`config.mk`:
```
export PLATFORM = sky130hd
export DESIGN_NAME = mrr_regs
export DESIGN_NICKNAME = d
export VERILOG_FILES = /design/src/mrr_pkg.sv /design/src/mrr_regs.sv
export SDC_FILE = /design/constraint.sdc
export NUM_CORES = 1
export LEC_CHECK = 0
export BUFFER_PORTS_ARGS = -buffer_cell sky130_fd_sc_hd__buf_2
export CAP_MARGIN = 20
export CORE_ASPECT_RATIO = 2
export CORE_UTILIZATION = 50
export DETAILED_ROUTE_END_ITERATION = 8
export PLACE_DENSITY = 0.79
export SYNTH_ARGS = -nofsm -noshare
export SYNTH_HDL_FRONTEND = slang
export SYNTH_SLANG_ARGS = --single-unit
```
`constraint.sdc`:
```
create_clock -name clk -period 13.6 [get_ports clk]
set_input_delay 0 -clock clk [delete_from_list [all_inputs] [get_ports clk]]
set_output_delay 0 -clock clk [all_outputs]
set_load 0.05 [all_outputs]
```
`src/mrr_pkg.sv`:
```
// package for the measurement result register bank
// assumes a single 100 MHz clock and an AXI4-Lite register bus
package mrr_pkg;
   localparam int          MRR_NUM_CELLS        = 14;
   localparam int          MRR_CODE_W           = 14;
   localparam int          MRR_CODE_LSB         = 2;
   localparam int          MRR_AW               = 9;
   // printed offsets are not word multiples: they are indices, byte = 4*index
   localparam logic [7:0]  MRR_IDX_BLOCK        = 8'h55;
   localparam logic [7:0]  MRR_IDX_TOTAL        = 8'h56;
   localparam logic [7:0]  MRR_IDX_DIAG_A       = 8'h57;
   localparam logic [7:0]  MRR_IDX_DIAG_B       = 8'h58;
   localparam logic [7:0]  MRR_IDX_AUXILIARY_INPUT0_CODE         = 8'h59;
   localparam logic [7:0]  MRR_IDX_CTRL         = 8'h60;
   localparam logic [15:0] MRR_RST_RESULT       = 16'h0000;
   localparam logic [15:0] MRR_RST_CTRL         = 16'h0000;
   // control register field positions
   localparam int          MRR_CTRL_BLOCK_EN    = 0;
   localparam int          MRR_CTRL_AUX_EN      = 1;
   localparam int          MRR_CTRL_AUX_PIN     = 2;
   localparam int          MRR_CTRL_FILTERED_READBACK_SELECT      = 3;
   localparam int          MRR_CTRL_W           = 4;
   localparam logic [1:0]  MRR_RESP_OKAY        = 2'b00;
   localparam logic [1:0]  MRR_RESP_SLVERR      = 2'b10;
   typedef enum logic [1:0] {MRR_IDLE, MRR_SUM, MRR_COMMIT} mrr_state_type;
endpackage : mrr_pkg

```
`src/mrr_regs.sv`:
```
// measurement result register bank: results land at scan end, read over AXI4-Lite
// assumes the acquisition engine presents one scan's results with a scan_done pulse; block_filtered_code is sampled at commit, 15 cycles later
//
// Implementation choice: the AXI4-Lite register port.
`timescale 1ns/1ns
module mrr_regs
   import mrr_pkg::*;
(
   input  wire logic                              clk,
   input  wire logic                              rst,
   input  wire logic                              scan_done,
   input  wire logic [MRR_NUM_CELLS-1:0]          cell_measure_enable_set,
   input  wire logic [MRR_NUM_CELLS-1:0]          cell_bipolar,
   input  wire logic [MRR_NUM_CELLS*16-1:0]       cell_sum_term,
   input  wire logic                              block_measured,
   input  wire logic [mrr_pkg::MRR_CODE_W-1:0]    module_block_voltage_code,
   input  wire logic [mrr_pkg::MRR_CODE_W-1:0]    block_filtered_code,
   input  wire logic [mrr_pkg::MRR_CODE_W-1:0]    diagnostic_code_a,
   input  wire logic [mrr_pkg::MRR_CODE_W-1:0]    diagnostic_code_b,
   input  wire logic                              aux_measured,
   input  wire logic [mrr_pkg::MRR_CODE_W-1:0]    auxiliary_input0_code,
   output logic                                   sum_busy,
   input  wire logic [mrr_pkg::MRR_AW-1:0]        s_axi_awaddr,
   input  wire logic                              s_axi_awvalid,
   output logic                                   s_axi_awready,
   input  wire logic [31:0]                       s_axi_wdata,
   input  wire logic [3:0]                        s_axi_wstrb,
   input  wire logic                              s_axi_wvalid,
   output logic                                   s_axi_wready,
   output logic [1:0]                             s_axi_bresp,
   output logic                                   s_axi_bvalid,
   input  wire logic                              s_axi_bready,
   input  wire logic [mrr_pkg::MRR_AW-1:0]        s_axi_araddr,
   input  wire logic                              s_axi_arvalid,
   output logic                                   s_axi_arready,
   output logic [31:0]                            s_axi_rdata,
   output logic [1:0]                             s_axi_rresp,
   output logic                                   s_axi_rvalid,
   input  wire logic                              s_axi_rready
);
   import mrr_pkg::*;

   function automatic logic [7:0] word_index(input logic [MRR_AW-1:0] a);
      word_index = {1'b0, a[MRR_AW-1:2]};
   endfunction : word_index

   mrr_state_type                state_r;
   logic [3:0]                   cell_idx_r;
   // 21 bits: fourteen full-scale unsigned terms must not wrap negative
   logic signed [20:0]           acc_r;
   logic [MRR_NUM_CELLS-1:0]     en_r;
   logic [MRR_NUM_CELLS-1:0]     bip_r;
   logic [MRR_NUM_CELLS*16-1:0]  term_r;
   logic                         blk_upd_r;
   logic                         aux_upd_r;
   logic [MRR_CODE_W-1:0]        blk_cap_r;
   logic [MRR_CODE_W-1:0]        dga_cap_r;
   logic [MRR_CODE_W-1:0]        dgb_cap_r;
   logic [MRR_CODE_W-1:0]        aux_cap_r;
   logic [MRR_CODE_W-1:0]        blk_code_r;
   logic [MRR_CODE_W-1:0]        blk_filt_r;
   logic [15:0]                  total_r;
   logic [MRR_CODE_W-1:0]        dga_code_r;
   logic [MRR_CODE_W-1:0]        dgb_code_r;
   logic [MRR_CODE_W-1:0]        aux_code_r;
   logic [MRR_CTRL_W-1:0]        ctrl_r;
   logic                         aw_held_r;
   logic                         w_held_r;
   logic [MRR_AW-1:0]            awaddr_r;
   logic [31:0]                  wdata_r;
   logic [3:0]                   wstrb_r;
   logic signed [20:0]           term_nxt;
   logic [15:0]                  rd_nxt;
   logic                         rd_ok_nxt;
   logic [15:0]                  cur_term;

   // one cell per cycle keeps the adder small; a scan takes 15 cycles to commit
   always_comb
   begin
      cur_term = term_r[cell_idx_r*16 +: 16];
      if (!en_r[cell_idx_r])
         term_nxt = '0;
      else if (bip_r[cell_idx_r])
         term_nxt = 21'(signed'(cur_term));
      else
         term_nxt = {5'h00, cur_term};
   end

   always_ff @(posedge clk or posedge rst)
   begin
      if (rst)
      begin
         state_r    <= MRR_IDLE;
         cell_idx_r <= '0;
         acc_r      <= '0;
         en_r       <= '0;
         bip_r      <= '0;
         term_r     <= '0;
         blk_upd_r  <= 1'b0;
         aux_upd_r  <= 1'b0;
         blk_cap_r  <= '0;
         dga_cap_r  <= '0;
         dgb_cap_r  <= '0;
         aux_cap_r  <= '0;
         sum_busy   <= 1'b0;
      end
      else
      begin
         case (state_r)
            MRR_IDLE:
            begin
               if (scan_done)
               begin
                  en_r       <= cell_measure_enable_set;
                  bip_r      <= cell_bipolar;
                  term_r     <= cell_sum_term;
                  blk_upd_r  <= block_measured;
                  aux_upd_r  <= aux_measured;
                  blk_cap_r  <= module_block_voltage_code;
                  dga_cap_r  <= diagnostic_code_a;
                  dgb_cap_r  <= diagnostic_code_b;
                  aux_cap_r  <= auxiliary_input0_code;
                  cell_idx_r <= '0;
                  acc_r      <= '0;
                  sum_busy   <= 1'b1;
                  state_r    <= MRR_SUM;
               end
            end
            MRR_SUM:
            begin
               acc_r <= acc_r + term_nxt;
               if (cell_idx_r == 4'(MRR_NUM_CELLS - 1))
                  state_r <= MRR_COMMIT;
               else
                  cell_idx_r <= cell_idx_r + 4'h1;
            end
            MRR_COMMIT:
            begin
               sum_busy <= 1'b0;
               state_r  <= MRR_IDLE;
            end
            default:
               state_r <= MRR_IDLE;
         endcase
      end
   end

   // all results of a scan commit in the same cycle
   always_ff @(posedge clk or posedge rst)
   begin
      if (rst)
      begin
         total_r    <= MRR_RST_RESULT;
         blk_code_r <= '0;
         blk_filt_r <= '0;
         dga_code_r <= '0;
         dgb_code_r <= '0;
         aux_code_r <= '0;
      end
      else if (state_r == MRR_COMMIT)
      begin
         if (acc_r < 0)
            total_r <= 16'h0000;
         else if (acc_r > 21'sh00FFFF)
            total_r <= 16'hFFFF;
         else
            total_r <= acc_r[15:0];
         if (blk_upd_r)
         begin
            blk_code_r <= blk_cap_r;
            blk_filt_r <= block_filtered_code;
         end
         dga_code_r <= dga_cap_r;
         dgb_code_r <= dgb_cap_r;
         if (aux_upd_r)
            aux_code_r <= aux_cap_r;
      end
   end

   always_ff @(posedge clk or posedge rst)
   begin
      if (rst)
         ctrl_r <= MRR_CTRL_W'(MRR_RST_CTRL);
      else if (aw_held_r && w_held_r && !s_axi_bvalid && word_index(awaddr_r) == MRR_IDX_CTRL && wstrb_r[0])
         ctrl_r <= wdata_r[MRR_CTRL_W-1:0];
   end

   // write path: address and data taken in either order, response after both
   always_ff @(posedge clk or posedge rst)
   begin
      if (rst)
      begin
         aw_held_r     <= 1'b0;
         w_held_r      <= 1'b0;
         awaddr_r      <= '0;
         wdata_r       <= '0;
         wstrb_r       <= '0;
         s_axi_awready <= 1'b0;
         s_axi_wready  <= 1'b0;
         s_axi_bvalid  <= 1'b0;
         s_axi_bresp   <= MRR_RESP_OKAY;
      end
      else
      begin
         s_axi_awready <= !aw_held_r && !s_axi_awready && s_axi_awvalid;
         s_axi_wready  <= !w_held_r && !s_axi_wready && s_axi_wvalid;
         if (s_axi_awvalid && s_axi_awready)
         begin
            aw_held_r <= 1'b1;
            awaddr_r  <= s_axi_awaddr;
         end
         if (s_axi_wvalid && s_axi_wready)
         begin
            w_held_r <= 1'b1;
            wdata_r  <= s_axi_wdata;
            wstrb_r  <= s_axi_wstrb;
         end
         if (aw_held_r && w_held_r && !s_axi_bvalid)
         begin
            s_axi_bvalid <= 1'b1;
            s_axi_bresp  <= (word_index(awaddr_r) == MRR_IDX_CTRL) ? MRR_RESP_OKAY : MRR_RESP_SLVERR;
         end
         else if (s_axi_bvalid && s_axi_bready)
         begin
            s_axi_bvalid <= 1'b0;
            aw_held_r    <= 1'b0;
            w_held_r     <= 1'b0;
         end
      end
   end

   always_comb
   begin
      rd_ok_nxt = 1'b1;
      case (word_index(s_axi_araddr))
         MRR_IDX_BLOCK:
            rd_nxt = {(ctrl_r[MRR_CTRL_FILTERED_READBACK_SELECT] ? blk_filt_r : blk_code_r), 2'b00};
         MRR_IDX_TOTAL:
            rd_nxt = total_r;
         MRR_IDX_DIAG_A:
            rd_nxt = {dga_code_r, 2'b00};
         MRR_IDX_DIAG_B:
            rd_nxt = {dgb_code_r, 2'b00};
         MRR_IDX_AUXILIARY_INPUT0_CODE:
            rd_nxt = ctrl_r[MRR_CTRL_AUX_PIN] ? {aux_code_r, 2'b00} : 16'h0000;
         MRR_IDX_CTRL:
            rd_nxt = {12'h000, ctrl_r};
         default:
         begin
            rd_nxt    = 16'h0000;
            rd_ok_nxt = 1'b0;
         end
      endcase
   end

   // reads only sample state, nothing clears on read
   always_ff @(posedge clk or posedge rst)
   begin
      if (rst)
      begin
         s_axi_arready <= 1'b0;
         s_axi_rvalid  <= 1'b0;
         s_axi_rdata   <= '0;
         s_axi_rresp   <= MRR_RESP_OKAY;
      end
      else
      begin
         s_axi_arready <= !s_axi_arready && !s_axi_rvalid && s_axi_arvalid;
         if (s_axi_arvalid && s_axi_arready)
         begin
            s_axi_rvalid <= 1'b1;
            s_axi_rdata  <= {16'h0000, rd_nxt};
            s_axi_rresp  <= rd_ok_nxt ? MRR_RESP_OKAY : MRR_RESP_SLVERR;
         end
         else if (s_axi_rvalid && s_axi_rready)
            s_axi_rvalid <= 1'b0;
      end
   end
endmodule : mrr_regs

```
* Word-level counts from Yosys, hierarchy flattened
Cells that the tools add are included.
** Word-level totals
- Logic and storage cells :: 121
- Output and inout port bits :: 42
- Register bits after elaboration :: 469
** Cells by class
- Shifts and indexed selects :: 1
- $lt $le $gt $ge :: 3
- Muxes and demuxes :: 34
- Add/subtract/negate cells :: 2
- Equality and inequality tests :: 13
- Reductions and logical operators :: 35
** Operator list (number)
- $shiftx 224x9->16 :: 1
- $pmux 16 s6 :: 1
- $mux 21 :: 3
- $eq 7x7->1 const B :: 7
- $mux 16 :: 3
- $pmux 21 s2 :: 1
- $add 21x21->21 :: 1
- $gt 21x17->1 const B :: 1
- $lt 21x1->1 const B :: 1
- $logic_and 1x1->1 :: 15
- $mux 1 :: 14
- $mux 14 :: 1
- $reduce_and 2->1 :: 6
- $bmux 1 s4 :: 2
- $mux 2 :: 4
- $mux 4 :: 2
- $pmux 4 s2 :: 1
- $reduce_bool 2->1 :: 4
- $logic_not 1->1 :: 7
- $ne 2x2->1 const B :: 3
- $reduce_or 6->1 :: 1
- $lt 4x5->1 const B :: 1
- $add 4x1->4 const B :: 1
- $eq 4x4->1 const B :: 1
- 6 further kinds :: 6

* Longest topological paths before layout
- Word-level depth :: 6
- Depth in mapped cells :: 16
- Depth with buffers taken out :: 13

* Least setup slack after synthesis
No wires, ideal clock.
- Path kind :: reg2reg
- Start :: register cell_idx_r[0]
- End :: register acc_r[16]
- Required time :: 13.478 ns
- Slack :: 9.540 ns
- Period minus slack after synthesis :: 4.060 ns
- Setup time :: 0.122 ns
- Stages on the path, launching flop included :: 17
- Arrival time :: 3.938 ns
- Cell sequence :: dfrtp_1 buf_6 buf_4 buf_4 mux4_2 mux2i_1 o221ai_1 and2_1 ha_1 fa_1 a211oi_1 o21ai_1 o21a_1 o211ai_2 a21oi_1 or3_1 a32o_1
** Between the ends
- Cells in the longest elaborated chain, start to end :: 6
** RTL lines
- from (decl) :: line mrr_regs.sv:48 : logic [3:0] cell_idx_r;
- from (signal assigned) :: line mrr_regs.sv:135 : cell_idx_r <= cell_idx_r + 4'h1;
- parallel branches: the longest is 3 deep, another holds $shiftx 224x9->16
- $mux 21 * :: line mrr_regs.sv:81 : if (!en_r[cell_idx_r])
- $add 21x21->21 * :: line mrr_regs.sv:131 : acc_r <= acc_r + term_nxt;
- $pmux 21 s2 * :: line mrr_regs.sv:109 : case (state_r)
- to (signal assigned) :: line mrr_regs.sv:131
- to (decl) :: line mrr_regs.sv:50 : logic signed [20:0] acc_r;
Mark *: on every way between the ends. The select of a mux whose other input is x is not followed.
A chain may end at the register's enable or synchronous reset.

* Worst setup path after layout
Ends and elaborated chain as after synthesis.

==> metrics.csv <==
metric,value,unit
status,"complete, no violations",
Clock Path Buffers,3,
layout cell share with drive strength beyond 1,20.1,%
final setup vio count,0,
Cells after DPL,3021,
Global Route Usage Sum,34.2,%
clock-pin transition on the worst setup and hold timing paths,0.07,ns
WP data arrival,5.61,ns
met3 Use GR,6.69,%
HP Class,in2reg,
"Data required, critical path",14.07,ns
Placeable Area,0.0418,mm^2
Synth area leaders,"dfrtp_1 (55%), nand2_1 (19%), mux4_2 (5.2%)",
clk sinks,465,
CTS tree,done,
grt met1 use,35.8,%
"area leader, netlist",dfrtp_1,
Fin Setup TNS,0,ns
critical path endpoint category,register,
vias in the first global route,20700,
vias per cell,5.62,
met2 usage,59.2,%
# IOs,428,
Post-synth EDFFs,0,
"non-filler cells, final",3467,
"Seq/Total Area, Yosys",54.9,%
Placer Congestion,0.893,
min cycle time layout,5.14,ns
Yosys warnings,0,
initial antenna violation count,8,
Synth cell types,69,
top_reg_cell synth,dfrtp_1,
first-pass GRT wire length,113,mm
Die ar.,0.0432,mm^2
RSZ-0062 raised after global routing,false,
cts repair resizes,0,
Clk Tree Root Cell,clkbuf_16,
nets@finish,3290,
FMAX,0.195,GHz
grt total ovfl,0,
# fillers,2872,
initial DRC count,1382,
largest net degree at the start of global routing,256,
post-synth top area share,54.9,%
Num CTS Buffers,42,
Multi-input gate area,0.00894,mm^2
skew final,0.0365,ns
Area growth syn-to-layout,34.0,%
Starting Density,50.7,%
Worst-Skew Late Latency,0.58,ns
Seq cells post-synth,465,
Slew @ Worst Pin,1.21,ns
Remaining DRCs,0,
Leak,14.5,nW
Routed Antenna Nets,0,
I/O Buffers,374,
setup repair bufs after CTS,0,
"Avg Cell Area, Syn",9.56,um^2
Reg area,0.0116,mm^2
fin. max-slew vios,0,
drt total wl,72.7,mm
Cell Pwr Density,209,mW/mm^2
crit path max fanout,45,
GRT busiest layer,met2,
Die X,148,um
Startpoint Class,register,
Maximum Capacitance Violations,0,
via count,19500,
row count,106,
cell area after synthesis,0.0212,mm^2
Rel. slew slack,19.0,%
die height,293,um
ys async rst share,100,%
worst setup path class,reg2reg,
drt first pass iters,6,
Avg WL per Cell,21.0,um
detailed placer's ending HPWL,41.6,mm
Util after Layout,67.9,%
Syn Inst Count,2215,
Hold Fails Final Rpt,0,
Final Cycle Share,37.8,%
peak supply drop,0.000133,V
H-tree depth,2,
final cells by class:
type,instances,share of cell area [%]
antenna,12,0.106
clock buffer,65,4.33
clock inverter,13,0.701
inverter,15,0.225
multi-input combinational,1611,31.5
sequential,465,41.0
tap,540,2.38
timing repair buffer,746,19.7
Yosys cell counts (9+ instances only):
| library cell | n |
|---|---|
| nand2_1 | 1090 |
| dfrtp_1 | 465 |
| clkbuf_1 | 102 |
| mux2_2 | 60 |
| nor2_1 | 56 |
| mux4_2 | 49 |
| mux2i_1 | 47 |
| o21ai_0 | 30 |
| a21oi_1 | 23 |
| buf_4 | 23 |
| and2_1 | 22 |
| ha_1 | 22 |
| o31ai_1 | 17 |
| a22oi_1 | 15 |
| a31oi_1 | 15 |
| o221ai_1 | 15 |
| inv_1 | 14 |
| a221oi_1 | 13 |
| nand3_1 | 10 |
| xnor2_1 | 10 |
| buf_1 | 9 |
| nor3_1 | 9 |
worst max-delay path: stages, from the launching register on:
cell and delay (ns):
dfrtp_4 0.86, buf_4 0.75, mux4_2 0.60, nand2_1 0.10
o221ai_1 0.12, and2_1 0.21, ha_1 0.20, fa_1 0.43
a211oi_1 0.27, o21ai_1 0.19, o21a_1 0.24, o211ai_2 0.30
a21oi_1 0.13, or3_1 0.32, a32o_1 0.25
per-stage QoR:
step	setup WS [ns]	total power (W)	hold WS (ns)	area [um^2]
after floorplan	0.633	0.00383	0.0907	21200
after global placement	8.45	0.00435	0.191	23300
after detailed placement	8.37	0.00446	0.193	23300
after CTS	8.37	0.00579	0.0236	28300
after global routing	8.12	0.00625	0.0883	28400
final	8.46	0.00592	0.0912	28400
registers in the layout, summed over array words and instances, names as in the netlist, 16 cells and up:
| name | cells |
|---|---|
| total_r | 16 |
| s_axi_rdata | 16 |
| term_r | 224 |
| acc_r | 21 |
layer usage:
metal	share of wire (%)	up-vias
met5	0	-
met4	9.1	0
met3	7.3	365
met2	51	1146
met1	33	9396
li1	-	8579
layout by cell type, fill, tap and decap left out, types with 6 or more instances in the layout:
master / instances
nor2_1: 56
xor2_1: 6
and2_1: 21
buf_2: 374
inv_1: 13
clkbuf_1: 14
xnor2_1: 10
a21oi_1: 23
o221ai_1: 15
clkbuf_16: 42
buf_4: 14
dfrtp_1: 463
a22oi_1: 15
a221oi_1: 13
conb_1: 18
o31ai_1: 17
diode_2: 12
dlygate4sd3_1: 355
o21ai_0: 30
nand2_1: 1089
mux4_2: 49
a31oi_1: 15
clkbuf_8: 9
nor3_1: 9
ha_1: 22
mux2_2: 60
mux2i_1: 47
nand3_1: 10
what timing repair did:
item                                    in CTS  in global routing
endpoints found under the hold margin      486                  0
hold buffers                               355                  0
endpoints found under the setup margin       0                  0
cells by family (layout without fill, tap and decap cells):
logic type	after synthesis	in the layout	synth area share [%]
XOR/XNOR	16	16	0.662
flip-flops	465	465	54.9
buffers and inverters	156	839	3.24
adder cells (fa/ha/maj)	23	23	1.39
other	1	30	0.0177
AO/OA/AOI/OAI	165	165	5.67
AND/OR/NAND/NOR	1226	1226	22.7
multiplexers	163	163	11.4
final timing paths:
path	start	endpoint	slack (ns)	cells after the start
min reg2reg	dgb_cap_r[4]	dgb_code_r[4]	0.47	2
max in group asynchronous	rst	term_r[204]	11.33	6
min	scan_done	acc_r[2]	0.09	4
min in group asynchronous	rst	en_r[4]	0.16	3
max reg2reg	cell_idx_r[0]	acc_r[16]	8.46	14
max	cell_idx_r[0]	acc_r[16]	8.46	14
report_power, final:
part / switching (W) / internal, W
sequential: 0.000422 / 0.00195
combinational: 0.00134 / 0.000964
clock: 0.000552 / 0.000690
total: 0.00232 / 0.00360
(Power assumes the default switching activity.)
